$ cat src/pgm_defs.svh
/*
 Constants of the power-good and overload monitor: register offsets,
 field positions, reset values and timing counts.
 Assumes a 200 MHz system clock.
*/
`ifndef PGM_DEFS_SVH
`define PGM_DEFS_SVH

`define PGM_CLK_MHZ 200
`define PGM_GATE_US 800
`define PGM_GATE_CYC (`PGM_GATE_US * `PGM_CLK_MHZ)
`define PGM_BUCK_LIM_US 20
`define PGM_BUCK_LIM_CYC (`PGM_BUCK_LIM_US * `PGM_CLK_MHZ)
`define PGM_BOOST_LIM_US 64
`define PGM_BOOST_LIM_CYC (`PGM_BOOST_LIM_US * `PGM_CLK_MHZ)
`define PGM_SC_DLY_US 1000
`define PGM_SC_DLY_CYC (`PGM_SC_DLY_US * `PGM_CLK_MHZ)

`define PGM_ADDR_W 4
`define PGM_REG_CTRL 4'h0
`define PGM_REG_FAULT 4'h1
`define PGM_REG_INT 4'h2
`define PGM_REG_STAT 4'h3
`define PGM_REG_EN 4'h4

`define PGM_CTRL_RST 8'h00
`define PGM_EN_RST 8'h00

`define PGM_CTRL_MODE0 0
`define PGM_CTRL_MODE1 1
`define PGM_CTRL_HOLD0 2
`define PGM_CTRL_HOLD1 3

`define PGM_INT_BUCKSC0 0
`define PGM_INT_BUCKSC1 1
`define PGM_INT_BOOSTSC 2
`define PGM_INT_BUCKLIM0 3
`define PGM_INT_BUCKLIM1 4
`define PGM_INT_BOOSTLIM 5
`define PGM_INT_OVERTEMP 6
`define PGM_INT_OVERVOLT 7
`define PGM_INT_SUPLOSS 8

`endif

$ cat src/pgm_pkg.sv
/*
 Types of the power-good and overload monitor.
 Assumes pgm_defs.svh for constants.
*/
package pgm_pkg;
    localparam int NRAIL = 3;

    typedef enum logic [1:0] {
        RAIL_OFF, RAIL_DELAY, RAIL_RAMP, RAIL_RUN
    } pgm_rail_e;

    // Per-rail analog monitor sample: index 0,1 bucks, 2 boost
    typedef struct packed {
        logic delaying;
        logic ramping;
        logic vChange;
        logic inWindow;
        logic outDebounced;
        logic peakLimit;
        logic shortLevel;
        logic stopLevel;
        logic shutdownDly;
        logic discharging;
        logic pinCtrl;
        logic enPin;
    } pgm_rail_s;

    typedef struct packed {
        logic overTemp;
        logic overVolt;
        logic analogUvlo;
        logic standby;
    } pgm_dev_s;
endpackage

$ cat src/pgm_monitor.sv
/*
 Power-good and overload monitor: gated and continuous power-good outputs,
 buck and boost current-limit warnings and short-circuit shutdown flags.
 Assumes analog monitor levels arrive asynchronous and are synchronised here,
 and that the host bus is synchronous to clk_sys.
*/
// Function
// - Power-good low until device reaches standby.
// - Rails with monitor select 0 never contribute faults.
// - Host-disabled monitored rail contributes no fault.
// - Start-up delay: gated good, continuous fault.
// - Start-up: gated fault only after 800 us, continuous until valid.
// - Good only after output stayed in window past debounce.
// - Debounced excursions beyond thresholds are faults.
// - Voltage ramp: gated fault after 800 us, continuous fault throughout.
// - No fault during shutdown delay, ramp down, or discharge.
// - Pending short-circuit flag of monitored converter is a fault.
// - Pending overtemperature flag is a fault.
// - Pending input overvoltage flag is a fault.
// - Analog supply undervoltage drives power-good low.
// - Power-good inactive on any fault, active only with none.
// - Power-good from live faults plus device flags; latched bits only in gated or hold mode.
// - Buck peak limit 20 us sets flag, interrupt; live state bit.
// - Buck limit interrupt suppressed in start-up and ramps.
// - Buck below 350 mV disables buck, sets short flag; write 1 clears.
// - Boost peak limit 64 us sets flag, interrupt; live state bit.
// - Boost low 1 ms disables; 2.5 V stops at once; short flag.
// - Negative current limit makes no interrupt and no disable.
// - Rail fault bits latch until written 1; 0 leaves them.
// - Hold option keeps power-good low while fault bits pending.
`timescale 1ns/1ps
`default_nettype none
`include "pgm_defs.svh"

module pgm_monitor
    import pgm_pkg::*;
#(
    parameter int GATE_CYC = `PGM_GATE_CYC,
    parameter int BUCK_LIM_CYC = `PGM_BUCK_LIM_CYC,
    parameter int BOOST_LIM_CYC = `PGM_BOOST_LIM_CYC,
    parameter int SC_DLY_CYC = `PGM_SC_DLY_CYC
) (
    input wire logic clk_sys,
    input wire logic arst_n,
    input wire logic clkEn,
    input wire pgm_rail_s [NRAIL-1:0] railIn,
    input wire pgm_dev_s devIn,
    input wire logic [`PGM_ADDR_W-1:0] regAddr,
    input wire logic [15:0] regWdata,
    input wire logic regWr,
    input wire logic regRd,
    output logic [15:0] regRdata,
    output logic [1:0] power_good_out,
    output logic irq_out_n,
    output logic [NRAIL-1:0] railRunOut,
    output logic [NRAIL-1:0] railSwitchOut
);

    // Two-flop synchronisers; stage one is read only by stage two
    pgm_rail_s [NRAIL-1:0] railS1Q, railQ;
    pgm_dev_s devS1Q, devQ;
    always_ff @(posedge clk_sys or negedge arst_n) begin
        if (!arst_n) begin
            railS1Q <= '0;
            railQ <= '0;
            devS1Q <= '0;
            devQ <= '0;
        end else if (clkEn) begin
            railS1Q <= railIn;
            railQ <= railS1Q;
            devS1Q <= devIn;
            devQ <= devS1Q;
        end
    end

    logic [7:0] ctrlQ;  // mode and hold bits
    logic [7:0] enQ;    // [2:0] on bits; [7:3] stored and read back only, monitor select is in monSelQ
    logic [5:0] monSelQ;  // [2:0] PG0 select, [5:3] PG1 select
    logic [NRAIL-1:0] rfaultQ [2];
    logic [8:0] intQ;
    logic [1:0] pgQ;
    logic irqNQ;  // Kept as the pin level so the output needs no inverter
    logic [15:0] rdQ;

    wire wrCtrl = clkEn && regWr && regAddr == `PGM_REG_CTRL;
    wire wrFault = clkEn && regWr && regAddr == `PGM_REG_FAULT;
    wire wrInt = clkEn && regWr && regAddr == `PGM_REG_INT;
    wire wrEn = clkEn && regWr && regAddr == `PGM_REG_EN;

    always_ff @(posedge clk_sys or negedge arst_n) begin
        if (!arst_n) begin
            ctrlQ <= `PGM_CTRL_RST;
            monSelQ <= '0;
        end else if (wrCtrl) begin
            ctrlQ <= regWdata[7:0];
            monSelQ <= regWdata[13:8];
        end
    end

    always_ff @(posedge clk_sys or negedge arst_n) begin
        if (!arst_n) begin
            enQ <= `PGM_EN_RST;
        end else if (wrEn) begin
            enQ <= regWdata[7:0];
        end
    end

    // A converter is on when its bit is set without pin control, or under pin control with pin high
    function automatic logic railOn(input logic onBit, input pgm_rail_s r);
        return r.pinCtrl ? r.enPin : onBit;
    endfunction

    // Counts while run holds, stops at full; a dropped run restarts from zero
    function automatic logic [31:0] satInc(input logic [31:0] c, input logic run,
                                           input logic full);
        if (!run) begin
            return 32'h0000_0000;
        end
        return full ? c : c + 32'h0000_0001;
    endfunction

    logic [NRAIL-1:0] onNow, scFlag, runQ, swQ;
    logic [31:0] gateCntQ [NRAIL];
    logic [31:0] limCntQ [NRAIL];
    logic [31:0] scCntQ [NRAIL];
    logic [NRAIL-1:0] gateOver, limHit, scHit, stopNow;
    logic [NRAIL-1:0] rawFault [2];
    logic [NRAIL-1:0] monFault, contFault, gatedFault;
    assign scFlag = {intQ[`PGM_INT_BOOSTSC], intQ[`PGM_INT_BUCKSC1], intQ[`PGM_INT_BUCKSC0]};

    for (genvar i = 0; i < NRAIL; i++) begin : gRail
        // Missing standby, overtemperature and overvoltage flags and pending short keep the converter off
        assign onNow[i] = railOn(enQ[i], railQ[i]) && !scFlag[i] && devQ.standby
                          && !devQ.overTemp && !devQ.overVolt
                          && !intQ[`PGM_INT_OVERTEMP] && !intQ[`PGM_INT_OVERVOLT];
        wire transit = railQ[i].delaying || railQ[i].ramping || railQ[i].vChange;
        assign gateOver[i] = gateCntQ[i] >= GATE_CYC;
        assign limHit[i] = limCntQ[i] >= ((i == 2) ? BOOST_LIM_CYC : BUCK_LIM_CYC);
        assign scHit[i] = scCntQ[i] >= SC_DLY_CYC;
        // Boost at the hard floor stops switching at once
        assign stopNow[i] = (i == 2) && railQ[i].stopLevel;

        // Saturating, so a window once run out stays run out until transit ends or the rail turns off
        always_ff @(posedge clk_sys or negedge arst_n) begin
            if (!arst_n) begin
                gateCntQ[i] <= '0;
            end else if (clkEn) begin
                gateCntQ[i] <= satInc(gateCntQ[i], onNow[i] && transit, gateOver[i]);
            end
        end

        always_ff @(posedge clk_sys or negedge arst_n) begin
            if (!arst_n) begin
                limCntQ[i] <= '0;
            end else if (clkEn) begin
                limCntQ[i] <= satInc(limCntQ[i], onNow[i] && railQ[i].peakLimit,
                                     limHit[i]);
            end
        end

        always_ff @(posedge clk_sys or negedge arst_n) begin
            if (!arst_n) begin
                scCntQ[i] <= '0;
            end else if (clkEn) begin
                scCntQ[i] <= satInc(scCntQ[i], onNow[i] && railQ[i].shortLevel,
                                    scHit[i]);
            end
        end

        always_ff @(posedge clk_sys or negedge arst_n) begin
            if (!arst_n) begin
                runQ[i] <= 1'b0;
            end else if (clkEn) begin
                runQ[i] <= onNow[i] && !scHit[i];
            end
        end

        always_ff @(posedge clk_sys or negedge arst_n) begin
            if (!arst_n) begin
                swQ[i] <= 1'b0;
            end else if (clkEn) begin
                swQ[i] <= onNow[i] && !scHit[i] && !stopNow[i];
            end
        end

        // Continuous: any transit or invalid debounced output is a fault
        assign contFault[i] = transit || !railQ[i].outDebounced;
        // Gated: only after the gate window, or an excursion in steady run
        assign gatedFault[i] = transit ? gateOver[i]
                               : !railQ[i].outDebounced;
        // No fault while off, shutting down or discharging
        wire quiet = !onNow[i] || railQ[i].shutdownDly || railQ[i].discharging;
        assign rawFault[0][i] = !quiet && (ctrlQ[`PGM_CTRL_MODE0] ? contFault[i] : gatedFault[i]);
        assign rawFault[1][i] = !quiet && (ctrlQ[`PGM_CTRL_MODE1] ? contFault[i] : gatedFault[i]);
    end

    // Latched fault bits: set wins over a write-one clear
    for (genvar p = 0; p < 2; p++) begin : gFault
        wire [NRAIL-1:0] sel = monSelQ[p*3 +: 3];
        always_ff @(posedge clk_sys or negedge arst_n) begin
            if (!arst_n) begin
                rfaultQ[p] <= '0;
            end else if (clkEn) begin
                rfaultQ[p] <= (rfaultQ[p] & ~(wrFault ? regWdata[p*3 +: 3] : 3'h0))
                              | (rawFault[p] & sel);
            end
        end
    end

    // Interrupt flags: set wins over write-one clear; level sources re-set
    logic [8:0] intSet;
    always_comb begin
        intSet = '0;
        intSet[`PGM_INT_BUCKSC0] = scHit[0];
        intSet[`PGM_INT_BUCKSC1] = scHit[1];
        intSet[`PGM_INT_BOOSTSC] = scHit[2];
        // Start-up and ramp gate the buck warnings; negative limit has no input
        intSet[`PGM_INT_BUCKLIM0] = limHit[0] && !railQ[0].delaying
                                    && !railQ[0].ramping && !railQ[0].vChange;
        intSet[`PGM_INT_BUCKLIM1] = limHit[1] && !railQ[1].delaying
                                    && !railQ[1].ramping && !railQ[1].vChange;
        intSet[`PGM_INT_BOOSTLIM] = limHit[2];
        intSet[`PGM_INT_OVERTEMP] = devQ.overTemp;
        intSet[`PGM_INT_OVERVOLT] = devQ.overVolt;
        intSet[`PGM_INT_SUPLOSS] = devQ.analogUvlo;
    end

    always_ff @(posedge clk_sys or negedge arst_n) begin
        if (!arst_n) begin
            intQ <= '0;
        end else if (clkEn) begin
            intQ <= (intQ & ~(wrInt ? regWdata[8:0] : 9'h000)) | intSet;
        end
    end

    // Power-good combine
    logic [1:0] pgD;
    always_comb begin
        for (int p = 0; p < 2; p++) begin
            monFault = rawFault[p] & monSelQ[p*3 +: 3];
            pgD[p] = devQ.standby && !devQ.analogUvlo
                     && !(|monFault)
                     && !(|(scFlag & monSelQ[p*3 +: 3]))
                     && !intQ[`PGM_INT_OVERTEMP] && !intQ[`PGM_INT_OVERVOLT]
                     && !intQ[`PGM_INT_SUPLOSS]
                     // Gated mode resumes only once the host clears the latched bits
                     && !((ctrlQ[`PGM_CTRL_HOLD0 + p] || !ctrlQ[`PGM_CTRL_MODE0 + p])
                          && |rfaultQ[p]);
        end
    end

    always_ff @(posedge clk_sys or negedge arst_n) begin
        if (!arst_n) begin
            pgQ <= 2'h0;
        end else if (clkEn) begin
            pgQ <= pgD;
        end
    end

    always_ff @(posedge clk_sys or negedge arst_n) begin
        if (!arst_n) begin
            irqNQ <= 1'b1;
        end else if (clkEn) begin
            irqNQ <= !(|intQ);
        end
    end

    always_ff @(posedge clk_sys or negedge arst_n) begin
        if (!arst_n) begin
            rdQ <= '0;
        end else if (clkEn) begin
            rdQ <= '0;
            if (regRd) begin
                unique case (regAddr)
                    `PGM_REG_CTRL: rdQ <= {2'h0, monSelQ, ctrlQ};
                    `PGM_REG_FAULT: rdQ <= {10'h000, rfaultQ[1], rfaultQ[0]};
                    `PGM_REG_INT: rdQ <= {7'h00, intQ};
                    `PGM_REG_STAT: rdQ <= {5'h00, pgQ, swQ, runQ,
                                           railQ[2].peakLimit, railQ[1].peakLimit,
                                           railQ[0].peakLimit};
                    `PGM_REG_EN: rdQ <= {8'h00, enQ};
                    default: rdQ <= '0;
                endcase
            end
        end
    end

    assign regRdata = rdQ;
    assign power_good_out = pgQ;
    assign irq_out_n = irqNQ;
    assign railRunOut = runQ;
    assign railSwitchOut = swQ;
endmodule
`default_nettype wire

$ cat config.mk
export PLATFORM = sky130hd
export DESIGN_NAME = pgm_monitor
export DESIGN_NICKNAME = d
export VERILOG_FILES = /design/src/pgm_pkg.sv /design/src/pgm_monitor.sv
export VERILOG_INCLUDE_DIRS = /design/src
export SDC_FILE = /design/constraint.sdc
export NUM_CORES = 1
export LEC_CHECK = 0
export BUFFER_PORTS_ARGS = -buffer_cell sky130_fd_sc_hd__clkbuf_2
export CAP_MARGIN = 20
export CORE_MARGIN = 2
export CORE_UTILIZATION = 55
export DETAILED_ROUTE_END_ITERATION = 10
export PLACE_DENSITY = 0.85
export SLEW_MARGIN = 20
export SYNTH_ARGS = -nofsm -noshare
export SYNTH_HDL_FRONTEND = slang
export SYNTH_SLANG_ARGS = --single-unit
$ cat constraint.sdc
create_clock -name clk_sys -period 5.9 [get_ports clk_sys]
set_input_delay 1.18 -clock clk_sys [delete_from_list [all_inputs] [get_ports clk_sys]]
set_output_delay 1.18 -clock clk_sys [all_outputs]
set_load 0.1 [all_outputs]
* Yosys cells after proc, flatten, opt, wreduce, memory -nomap -nowiden
Cells that the tools add are included.
** Storage, ports and cells
- Register bits :: 418
- Input port bits :: 65
** Operators by class
- Add/subtract/negate cells :: 9
- $lt $le $gt $ge :: 9
- Equal/unequal tests :: 13
- Multiplexer cells :: 62
- Bitwise logic cells :: 13
- Reduce and logical (&&, ||, !) cells :: 134
** Operator list (number)
- 32-bit 2-to-1 mux :: 27
- 32-bit by 1-bit adder with 32-bit output, second input constant :: 9
- 32-bit by 18-bit greater-or-equal comparator with 1-bit output, second input constant :: 6
- 14-bit one-hot mux with 5 select lines :: 1
- 32-bit by 12-bit greater-or-equal comparator with 1-bit output, second input constant :: 2
- 1-bit logical AND :: 63
- 1-bit logical NOT :: 37
- 32-bit by 14-bit greater-or-equal comparator with 1-bit output, second input constant :: 1
- 1-bit 2-to-1 mux :: 30
- 3-bit bitwise AND :: 6
- 2-bit by 1-bit != test with 1-bit output, second input constant :: 9
- 2-bit AND reduction :: 9
- 3-bit OR reduction :: 6
- 1-bit logical OR :: 17
- 14-bit 2-to-1 mux :: 1
- 9-bit bitwise AND :: 1
- 9-bit 2-to-1 mux :: 1
- 9-bit inverter :: 1
- 9-bit OR :: 1
- 9-bit OR reduction :: 1
- 4-bit by 2-bit equality test with 1-bit output, second input constant :: 2
- 3-bit 2-to-1 mux :: 2
- 3-bit inverter :: 2
- 3-bit OR :: 2
- other kinds (3) :: 3

* Longest topological paths before layout
Gate-level depths: netlist of run 1.
- Depth after elaboration :: 21
- Depth in mapped cells :: 9

* Least setup slack after synthesis of run 1
No wires, ideal clock.
- Path type :: input-to-reg
- From :: in regAddr[0]
- To :: reg intQ[6]
- Library setup time :: 121 ps
- Arrival :: 2963 ps
- Setup slack :: 2816 ps
- Stages :: 6
- Buffers on the path :: 2
- Cells stage by stage :: clkbuf_1 nor4b_1 and3_1 clkbuf_1 nand2_1 a22o_1
** Between the ends
- Longest elaborated chain between the ends :: 6
** RTL lines
- start, declared :: RTL line pgm_monitor.sv:48 : input wire logic [`PGM_ADDR_W-1:0] regAddr,
- 4-bit by 2-bit equality test with 1-bit output
- 1-bit logical AND (no line)
- 9-bit 2-to-1 mux :: RTL line pgm_monitor.sv:232 : intQ <= (intQ & ~(wrInt ? regWdata[8:0] : 9'h000)) | intSet;
- 9-bit inverter :: RTL line pgm_monitor.sv:232
- 9-bit bitwise AND :: RTL line pgm_monitor.sv:232
- 9-bit OR :: RTL line pgm_monitor.sv:232
- end signal, assigned :: RTL line pgm_monitor.sv:232
- end, declared :: RTL line pgm_monitor.sv:80 : logic [8:0] intQ;
No other way between the ends.
A chain may end at the register's enable or synchronous reset.

* Worst setup path after layout of run 1
- From :: reg scCntQ[25] in the netlist's numbering
- To :: reg scCntQ[15] in the netlist's numbering
** Between the ends
- Longest elaborated chain between the ends :: 3
** RTL lines
- start, declared :: RTL line pgm_monitor.sv:125 : logic [31:0] scCntQ [NRAIL];
- start signal, assigned by index :: RTL line pgm_monitor.sv:165 : scCntQ[i] <= satInc(scCntQ[i], onNow[i] && railQ[i].shortLevel,
- 32-bit by 18-bit greater-or-equal comparator with 1-bit output :: RTL line pgm_monitor.sv:139 : assign scHit[i] = scCntQ[i] >= SC_DLY_CYC;
- 2-bit by 1-bit != test with 1-bit output (no line)
- 2-bit AND reduction (no line)
No other way between the ends.

==> results of run 1 <==
==> layer usage <==
metal,GRT usage (%),vias to the layer above,part of all wire [%]
met4,10.3,0,3.8
met2,38.2,504,48
li1,-,6675,-
met1,33.1,7302,42
met3,5.17,107,6.4
met5,0,-,0
==> power by group through the flow <==
stage / Combinational [W] / Clock, W / Sequential [W]
CTS: 0.000351 / 0.00284 / 0.00303
global placement: 0.000333 / 0 / 0.00308
global route: 0.000387 / 0.00297 / 0.00305
finish: 0.000349 / 0.00280 / 0.00304
detailed placement: 0.000347 / 0 / 0.00308
floorplan: 0.000204 / 0 / 0.00306
==> worst max path at each step <==
stage	start	to	cells after the start
after floorplan	regAddr[0]	intQ[6]	6
after global placement	clkEn	scCntQ[75]	6
after CTS	clkEn	scCntQ[75]	6
after detailed placement	clkEn	scCntQ[79]	6
final	scCntQ[25]	scCntQ[15]	5
after global routing	scCntQ[28]	scCntQ[15]	5
==> worst max-delay path, stage by stage (launching register included) <==
cell and delay (ns):
dfrtp_1 0.37, nor4_1 0.30, nand4_1 0.79, or4b_2 0.96, or4_1 0.42, a21oi_1 0.15
==> registers in the layout, summed over array words and instances (netlist names), 3 cells and up <==
name,count
intQ,9
railS1Q,31
devS1Q,4
rfaultQ,6
ctrlQ,8
railQ,31
devQ,4
limCntQ,96
railSwitchOut,3
gateCntQ,96
regRdata,14
enQ,8
scCntQ,96
monSelQ,6
==> logic make-up (layout without fill, tap and decap cells) <==
| logic type | after synthesis | count (layout) | share of synthesized area (%) |
|---|---|---|---|
| DFF | 416 | 416 | 54.6 |
| xor gates and xnor gates | 13 | 13 | 0.598 |
| adders and majority gates | 18 | 18 | 1.18 |
| and+or+nand+nor | 708 | 708 | 21.0 |
| AOI/OAI and AO/OA | 348 | 348 | 12.4 |
| other | 1 | 5 | 0.0197 |
| muxes | 118 | 118 | 6.81 |
| buffers and inverters | 155 | 240 | 3.36 |
==> final cells by class <==
cell class              count  area [sq um]
flip-flops and latches    416         10400
well taps                 455           569
diodes                      3          7.51
fillers                  2552         12900
inverters                  58           218
clock buffers              63          1230
repair buffers            105           626
clock inverters            14           220
multi-input cells        1207          8100
==> synthesized netlist by cell type, drive strengths merged, types with 40 or more instances <==
library cell | n | share of area [%]
dfrtp | 415 | 55
o21ai | 50 | 1.3
mux2 | 93 | 5.5
a21oi | 92 | 2.4
or4 | 70 | 2.8
nand3 | 70 | 1.8
clkbuf | 71 | 1.4
o211ai | 40 | 1.6
nor4 | 65 | 2.2
nor2 | 55 | 1.1
inv | 58 | 1.1
and2 | 79 | 2.6
nor2b | 53 | 1.7
nand2 | 154 | 3.0
==> stage by stage <==
| step | instances | hold slack [ns] | area [sq um] | utilization [%] | setup slack (ns) |
|---|---|---|---|---|---|
| global placement | 2241 | 0.466 | 19900 | 58.0 | 2.39 |
| floorplan | 1778 | 0.449 | 19100 | - | 2.82 |
| finish | 2321 | 0.481 | 21400 | 62.4 | 2.82 |
| global route | 2319 | 0.498 | 21400 | 62.3 | 2.61 |
| CTS | 2318 | 0.488 | 21300 | 62.3 | 2.86 |
| detailed placement | 2241 | 0.472 | 19900 | 58.0 | 2.29 |
==> impl_metrics.yaml, run 1 <==
grt:
  grt_pass1_vias: 14268
  grt_max_degree: 117
  grt_pass1_wl_um: 72200
  antenna_found_initial: 2
  grt_overflow_total: 0
  grt_use_total_pct: 24.4
placement:
  place.gp.congestion: 0.890
  dp_hpwl_um: 27900
  port_buffers: 80
setup_path:
  worstPathMaxFanout: 25
  rr_startpoint: "scCntQ[25]"
  reg2reg_to: "scCntQ[15]"
  r2r_slack_ns: 2.82
  cp-end-kind: "flop"
  critPathArrivalTime_ns: 3.55
  ff2ff_path_depth: 5
  criticalPathCategory: "flop to flop"
  start_kind: "flop"
  critical_path_required_ns: 6.38
clock_network:
  htree_levels: 2
  cts_sinks: 416
  cts_setup_buffers: 0
  hold_buffers: 0
  cts-root-buf: "clkbuf_16"
  clkTransAtPathRegs_ns: 0.06
  cts_buffers: 43
  cts_resized: 0
  clkLatencyLatePin_ns: 0.57
  clockBufferDepth: 3
  cts_tree: "yes"
synth:
  ys_seq_area_share_pct: 54.6
  synth_cells: 1777
  ys_async_sr_fraction_pct: 100
  ys_warn_count: 0
  synth_edf_count: 0
  ys_seq_elements: 416
  syn-mean-instance-area_sq_um: 10.7
  ys_types: 73
  synth_area_sq_um: 19100
  synthFlopType: "dfrtp_1"
drt:
  viasPerCell: 6.29
  ant_nets: 0
  drtIter0Drc: 1287
  first_pass_iters: 5
  vias: 14588
  drt-total-wl_um: 42900
  drcViolationCount: 0
  wl_per_cell_um: 18.5
power_and_ir_drop:
  ir_worst_vdd_mv: 0.249
  power_frac_clock_pct: 45.3
  swShare_pct: 23.2
  p_per_area_nw_per_um2: 289
  p_leak_nw: 9.19
  power.total_w: 0.00619
  p_int_w: 0.00475
  power_frac_comb_pct: 5.6
  p_sw_w: 0.00143
  seqPwrFrac_pct: 49.1
timing:
  fin_crit_sh_pct: 52.1
  hold_violations: 0
  maxSlewHeadroom_pct: 26.6
  setup_tns_ns: 0
  grt_setup_unrepaired: "no"
  post-route-min-period_ns: 3.08
  slew_violations: 0
  setup_viol: 0
  tightestPinTransition_ns: 1.10
  skew_ns: 0.0215
  fmax_mhz: 325
cells_and_area:
  layout_common_cells: "dfrtp_1 (415), nand2_1 (153), mux2_2 (93)"
  final_common_cell: "dfrtp_1"
  drive_above_1_share_pct: 15.6
  nets: 1914
  areaGrowthSynthToFinish_pct: 12.2
min_path:
  min_from: "gateCntQ[58]"
  hold_end: "gateCntQ[58]"
  holdPathStages: 1
  hp-class: "flop to flop"
floorplanning:
  dieArea_sq_um: 36100
  row_count: 68
  die_h_um: 190
  die_x_um: 190
  ios: 90
  core_area_sq_um: 34300
  initial_core_util_pct: 55.6
run_status:
  status: "completed"
run:
  cap_violations: 0
Power figures use the tool's default switching activity.
==> run 2, diff against run 1 <==
PLACE_DENSITY = 0.87   (was 0.85)
clock period = 2.7 ns   (was 5.9 ns; I/O delays follow)
==> impl_metrics.yaml, run 2 (synthesis gave the netlist of run 1 again) <==
timing:
  fin_ws_ns: 0.0341
  grt_setup_unrepaired: "no"
  fin_crit_sh_pct: 98.7
  setup_viol: 0
  tightestPinTransition_ns: 0.942
  skew_ns: 0.0252
  post-route-min-period_ns: 2.67
  maxSlewHeadroom_pct: 36.9
  fmax_mhz: 375
  whs_ns: 0.218
  setup_tns_ns: 0
  slew_violations: 0
  hold_violations: 0
run_status:
  status: "completed"
floorplanning:
  core_area_sq_um: 34300
  ios: 90
  initial_core_util_pct: 55.6
  dieArea_sq_um: 36100
  die_h_um: 190
  row_count: 68
  die_x_um: 190
grt:
  grt_overflow_total: 0
  grt_max_degree: 96
  grt_use_met1_pct: 32.3
  grt_pass1_vias: 14772
  use_met2_pct: 40.8
  antenna_found_initial: 2
  grt.busiest_layer: "met2"
  use_met3_pct: 5.31
  grt_use_total_pct: 24.8
  grt_pass1_wl_um: 73700
clock_network:
  cts-root-buf: "clkbuf_16"
  clkLatencyLatePin_ns: 0.55
  cts_buffers: 43
  cts_setup_buffers: 0
  cts_sinks: 416
  clockBufferDepth: 3
  clkTransAtPathRegs_ns: 0.06
  cts_tree: "yes"
  htree_levels: 2
power_and_ir_drop:
  p_leak_nw: 9.37
  ir_worst_vdd_mv: 0.662
  power.total_w: 0.0134
  p_per_area_nw_per_um2: 618
cells_and_area:
  top_regs: "gateCntQ x96, limCntQ x96, scCntQ x96"
  nets: 1948
  ff_latch_area_sq_um: 10400
  layout_common_cells: "dfrtp_1 (415), nand2_1 (154), mux2_2 (93)"
  drive_above_1_share_pct: 17.0
  areaGrowthSynthToFinish_pct: 13.5
  final_cell_count_no_fill: 2352
  final_common_cell: "dfrtp_1"
  fillers: 2474
  multi_input_area_sq_um: 8060
placement:
  dp_hpwl_um: 29100
  port_buffers: 80
  place_ws_ns: 0.0575
  dp.cells: 2274
  place.gp.congestion: 0.917
drt:
  ant_nets: 0
  drtIter0Drc: 1469
  vias: 14692
  wl_per_cell_um: 18.8
  first_pass_iters: 5
  viasPerCell: 6.25
  drt-total-wl_um: 44100
  drcViolationCount: 0
setup_path:
  worstPathMaxFanout: 7
  r2r_slack_ns: 0.03
  criticalPathCategory: "flop to flop"
  critPathArrivalTime_ns: 3.10
  cp-end-kind: "flop"
  start_kind: "flop"
  critical_path_required_ns: 3.13
min_path:
  hp-class: "input pin to flop"
run:
  cap_violations: 0
-- run 2: cell count changes in the layout (fill, tap and decap cells not counted), moves of 2 or more --
| cell | change |
|---|---|
| a21oi_2 | +2 |
| buf_12 | +6 |
| diode_2 | -2 |
| clkinvlp_4 | +2 |
| a21oi_4 | -3 |
| clkbuf_1 | -4 |
| buf_4 | +27 |
| clkinv_2 | +4 |
| bufinv_16 | -2 |
-- run 2: cell type report --
class	count	area share (%)
diodes	1	0.0116
clock buffers	59	5.63
clock inverters	17	0.862
inverters	58	1.01
multi-input cells	1207	37.3
flip-flops and latches	416	48.1
well taps	455	2.63
repair buffers	139	4.43
-- run 2: repair_timing --
action	CTS	global route
hold buffers	1	0
gates resized for setup	0	0
hold endpoints to repair	35	0
-- run 2: worst max-delay path, cell delays in order, from the launching register on --
cell	delay, ns
dfrtp_1	0.39
or3b_1	0.53
or4_4	0.61
a2111oi_1	0.61
o311a_1	0.31
o41ai_1	0.09
-- run 2: worst paths after layout --
| kind | startpoint | to | depth (start not counted) |
|---|---|---|---|
| max in group asynchronous | arst_n | scCntQ[46] | 3 |
| min in group asynchronous | arst_n | gateCntQ[12] | 2 |
| worst min-delay path | railIn[11] | railS1Q[11] | 2 |
| worst min register to register | scCntQ[28] | scCntQ[28] | 1 |
| worst max-delay path | devQ[3] | power_good_out[1] | 5 |
| worst max register to register | devQ[3] | power_good_out[1] | 5 |
-- run 2: power by group --
| group | internal [W] | total, W | switching (W) |
|---|---|---|---|
| Clock | 0.00345 | 0.00591 | 0.00246 |
| Sequential | 0.00645 | 0.00664 | 0.000192 |
| Combinational | 0.000307 | 0.000804 | 0.000497 |
-- run 2: stage by stage --
stage                     utilization, %  area (sq um)
after CTS                           63.1         21600
after floorplan                        -         19100
final                               63.1         21600
after detailed placement            58.9         20200
after global placement              58.9         20200
after global routing                63.1         21600
-- run 2: per-layer routing --
layer / up-vias / part of all wire (%)
met1: 7306 / 41
met4: 2 / 3.6
met5: - / 0.032
met2: 540 / 48
li1: 6726 / -
met3: 118 / 7.2
==> run 3, diff against run 2 <==
BUFFER_PORTS_ARGS = default   (was -buffer_cell sky130_fd_sc_hd__clkbuf_2)
DONT_BUFFER_PORTS = 1   (was default)
PLACE_DENSITY = 0.85   (was 0.87)
==> impl_metrics.yaml, run 3 (synthesis gave the netlist of run 1 again) <==
power_and_ir_drop:
  p_leak_nw: 9.04
  power.total_w: 0.0134
  p_per_area_nw_per_um2: 633
  ir_worst_vdd_mv: 0.564
clock_network:
  cts_buffers: 44
  htree_levels: 2
  cts_resized: 0
  cts-root-buf: "clkbuf_16"
  clkLatencyLatePin_ns: 0.59
  cts_tree: "yes"
  clockBufferDepth: 3
  cts_sinks: 416
  cts_setup_buffers: 0
  clkTransAtPathRegs_ns: 0.06
placement:
  place.gp.congestion: 0.880
  port_buffers: 0
  dp_hpwl_um: 27800
  dp.cells: 2190
setup_path:
  worstPathMaxFanout: 32
  criticalPathCategory: "flop to flop"
  start_kind: "flop"
  r2r_slack_ns: 0.15
  critical_path_required_ns: 3.18
  reg2reg_to: "gateCntQ[15]"
  critPathArrivalTime_ns: 3.04
  rr_startpoint: "gateCntQ[11]"
  cp-end-kind: "flop"
  ff2ff_path_depth: 5
floorplanning:
  core_area_sq_um: 34300
  ios: 90
  die_x_um: 190
  row_count: 68
  initial_core_util_pct: 55.6
  dieArea_sq_um: 36100
  die_h_um: 190
timing:
  skew_ns: 0.0330
  setup_viol: 0
  tightestPinTransition_ns: 1.32
  fmax_mhz: 392
  slew_violations: 0
  setup_tns_ns: 0
  whs_ns: -0.285
  fin_crit_sh_pct: 94.6
  post-route-min-period_ns: 2.55
  hold_violations: 415
  grt_setup_unrepaired: "no"
  maxSlewHeadroom_pct: 12.2
drt:
  drt-total-wl_um: 43400
  first_pass_iters: 8
  vias: 14205
  viasPerCell: 6.24
  wl_per_cell_um: 19.0
  drtIter0Drc: 1172
  ant_nets: 0
  drcViolationCount: 0
grt:
  grt_pass1_vias: 14092
  antenna_found_initial: 6
  grt_pass1_wl_um: 71800
  grt_use_total_pct: 24.4
  grt_overflow_total: 0
  grt_max_degree: 417
run_status:
  status: "complete, but fails checks"
  violations: "negative hold slack"
min_path:
  hp-class: "input pin to asynchronous set/reset pin"
cells_and_area:
  fillers: 2476
  drive_above_1_share_pct: 13.6
  top_regs: "gateCntQ x96, limCntQ x96, scCntQ x96"
  final_common_cell: "dfrtp_1"
  layout_common_cells: "dfrtp_1 (413), nand2_1 (154), mux2_2 (93)"
  nets: 1864
  final_cell_count_no_fill: 2276
  areaGrowthSynthToFinish_pct: 11.5
run:
  cap_violations: 0
## run 3: cell count changes in the layout (fill, tap and decap cells not counted), moves of 2 or more
cell / change
clkbuf_2: -78
buf_12: -4
clkinv_2: +4
diode_2: +3
a21oi_4: +2
bufinv_16: +2
dfrtp_1: -2
dfrtp_2: +2
## run 3: metal layers
metal / wire length [um] / share of wire (%) / up-vias / GRT usage (%)
met5: 42 / 0.097 / - / 0
met4: 1830 / 4.2 / 6 / 11.3
met2: 20500 / 47 / 462 / 38.7
met1: 17700 / 41 / 7043 / 32.0
met3: 3220 / 7.4 / 122 / 5.81
li1: - / - / 6572 / -
## run 3: worst max-delay path, stage by stage, from the launching register on
cell	delay [ns]
dfrtp_1	0.40
or4_1	0.55
a41oi_1	0.41
o311ai_4	0.34
or4_1	0.60
a21oi_1	0.17
## run 3: power breakdown
part	internal (W)	total [W]	switching, W	leakage [nW]
clock	0.00366	0.00626	0.00259	0.738
combinational	0.000253	0.000549	0.000295	2.70
sequential	0.00645	0.00664	0.000191	5.59
total	0.0104	0.0134	0.00308	9.04
## run 3: worst max path at each step
| stage | from | endpoint | cells after the start |
|---|---|---|---|
| CTS | gateCntQ[11] | gateCntQ[15] | 5 |
| finish | gateCntQ[11] | gateCntQ[15] | 5 |
| detailed placement | gateCntQ[10] | gateCntQ[15] | 5 |
| global placement | intQ[6] | power_good_out[0] | 5 |
| floorplan | devQ[3] | gateCntQ[11] | 8 |
| global route | gateCntQ[11] | gateCntQ[15] | 5 |
## run 3: area by class of cell
type | count | area, sq um | share of cell area, %
clock buffers | 58 | 1200 | 5.67
flip-flops and latches | 416 | 10400 | 49.0
well taps | 455 | 569 | 2.68
multi-input cells | 1207 | 8080 | 38.0
clock inverters | 24 | 290 | 1.37
inverters | 58 | 218 | 1.03
repair buffers | 54 | 455 | 2.14
diodes | 4 | 10.0 | 0.0471
## run 3: metrics by stage
stage / worst slack, ns / hold WS (ns) / util (%) / instance area [sq um]
floorplan: 0.255 / 0.244 / - / 19100
global placement: 0.226 / 0.268 / 57.5 / 19700
detailed placement: 0.145 / 0.292 / 57.5 / 19700
CTS: 0.141 / -0.339 / 61.9 / 21200
global route: 0.00798 / -0.313 / 61.9 / 21200
finish: 0.146 / -0.285 / 61.9 / 21200
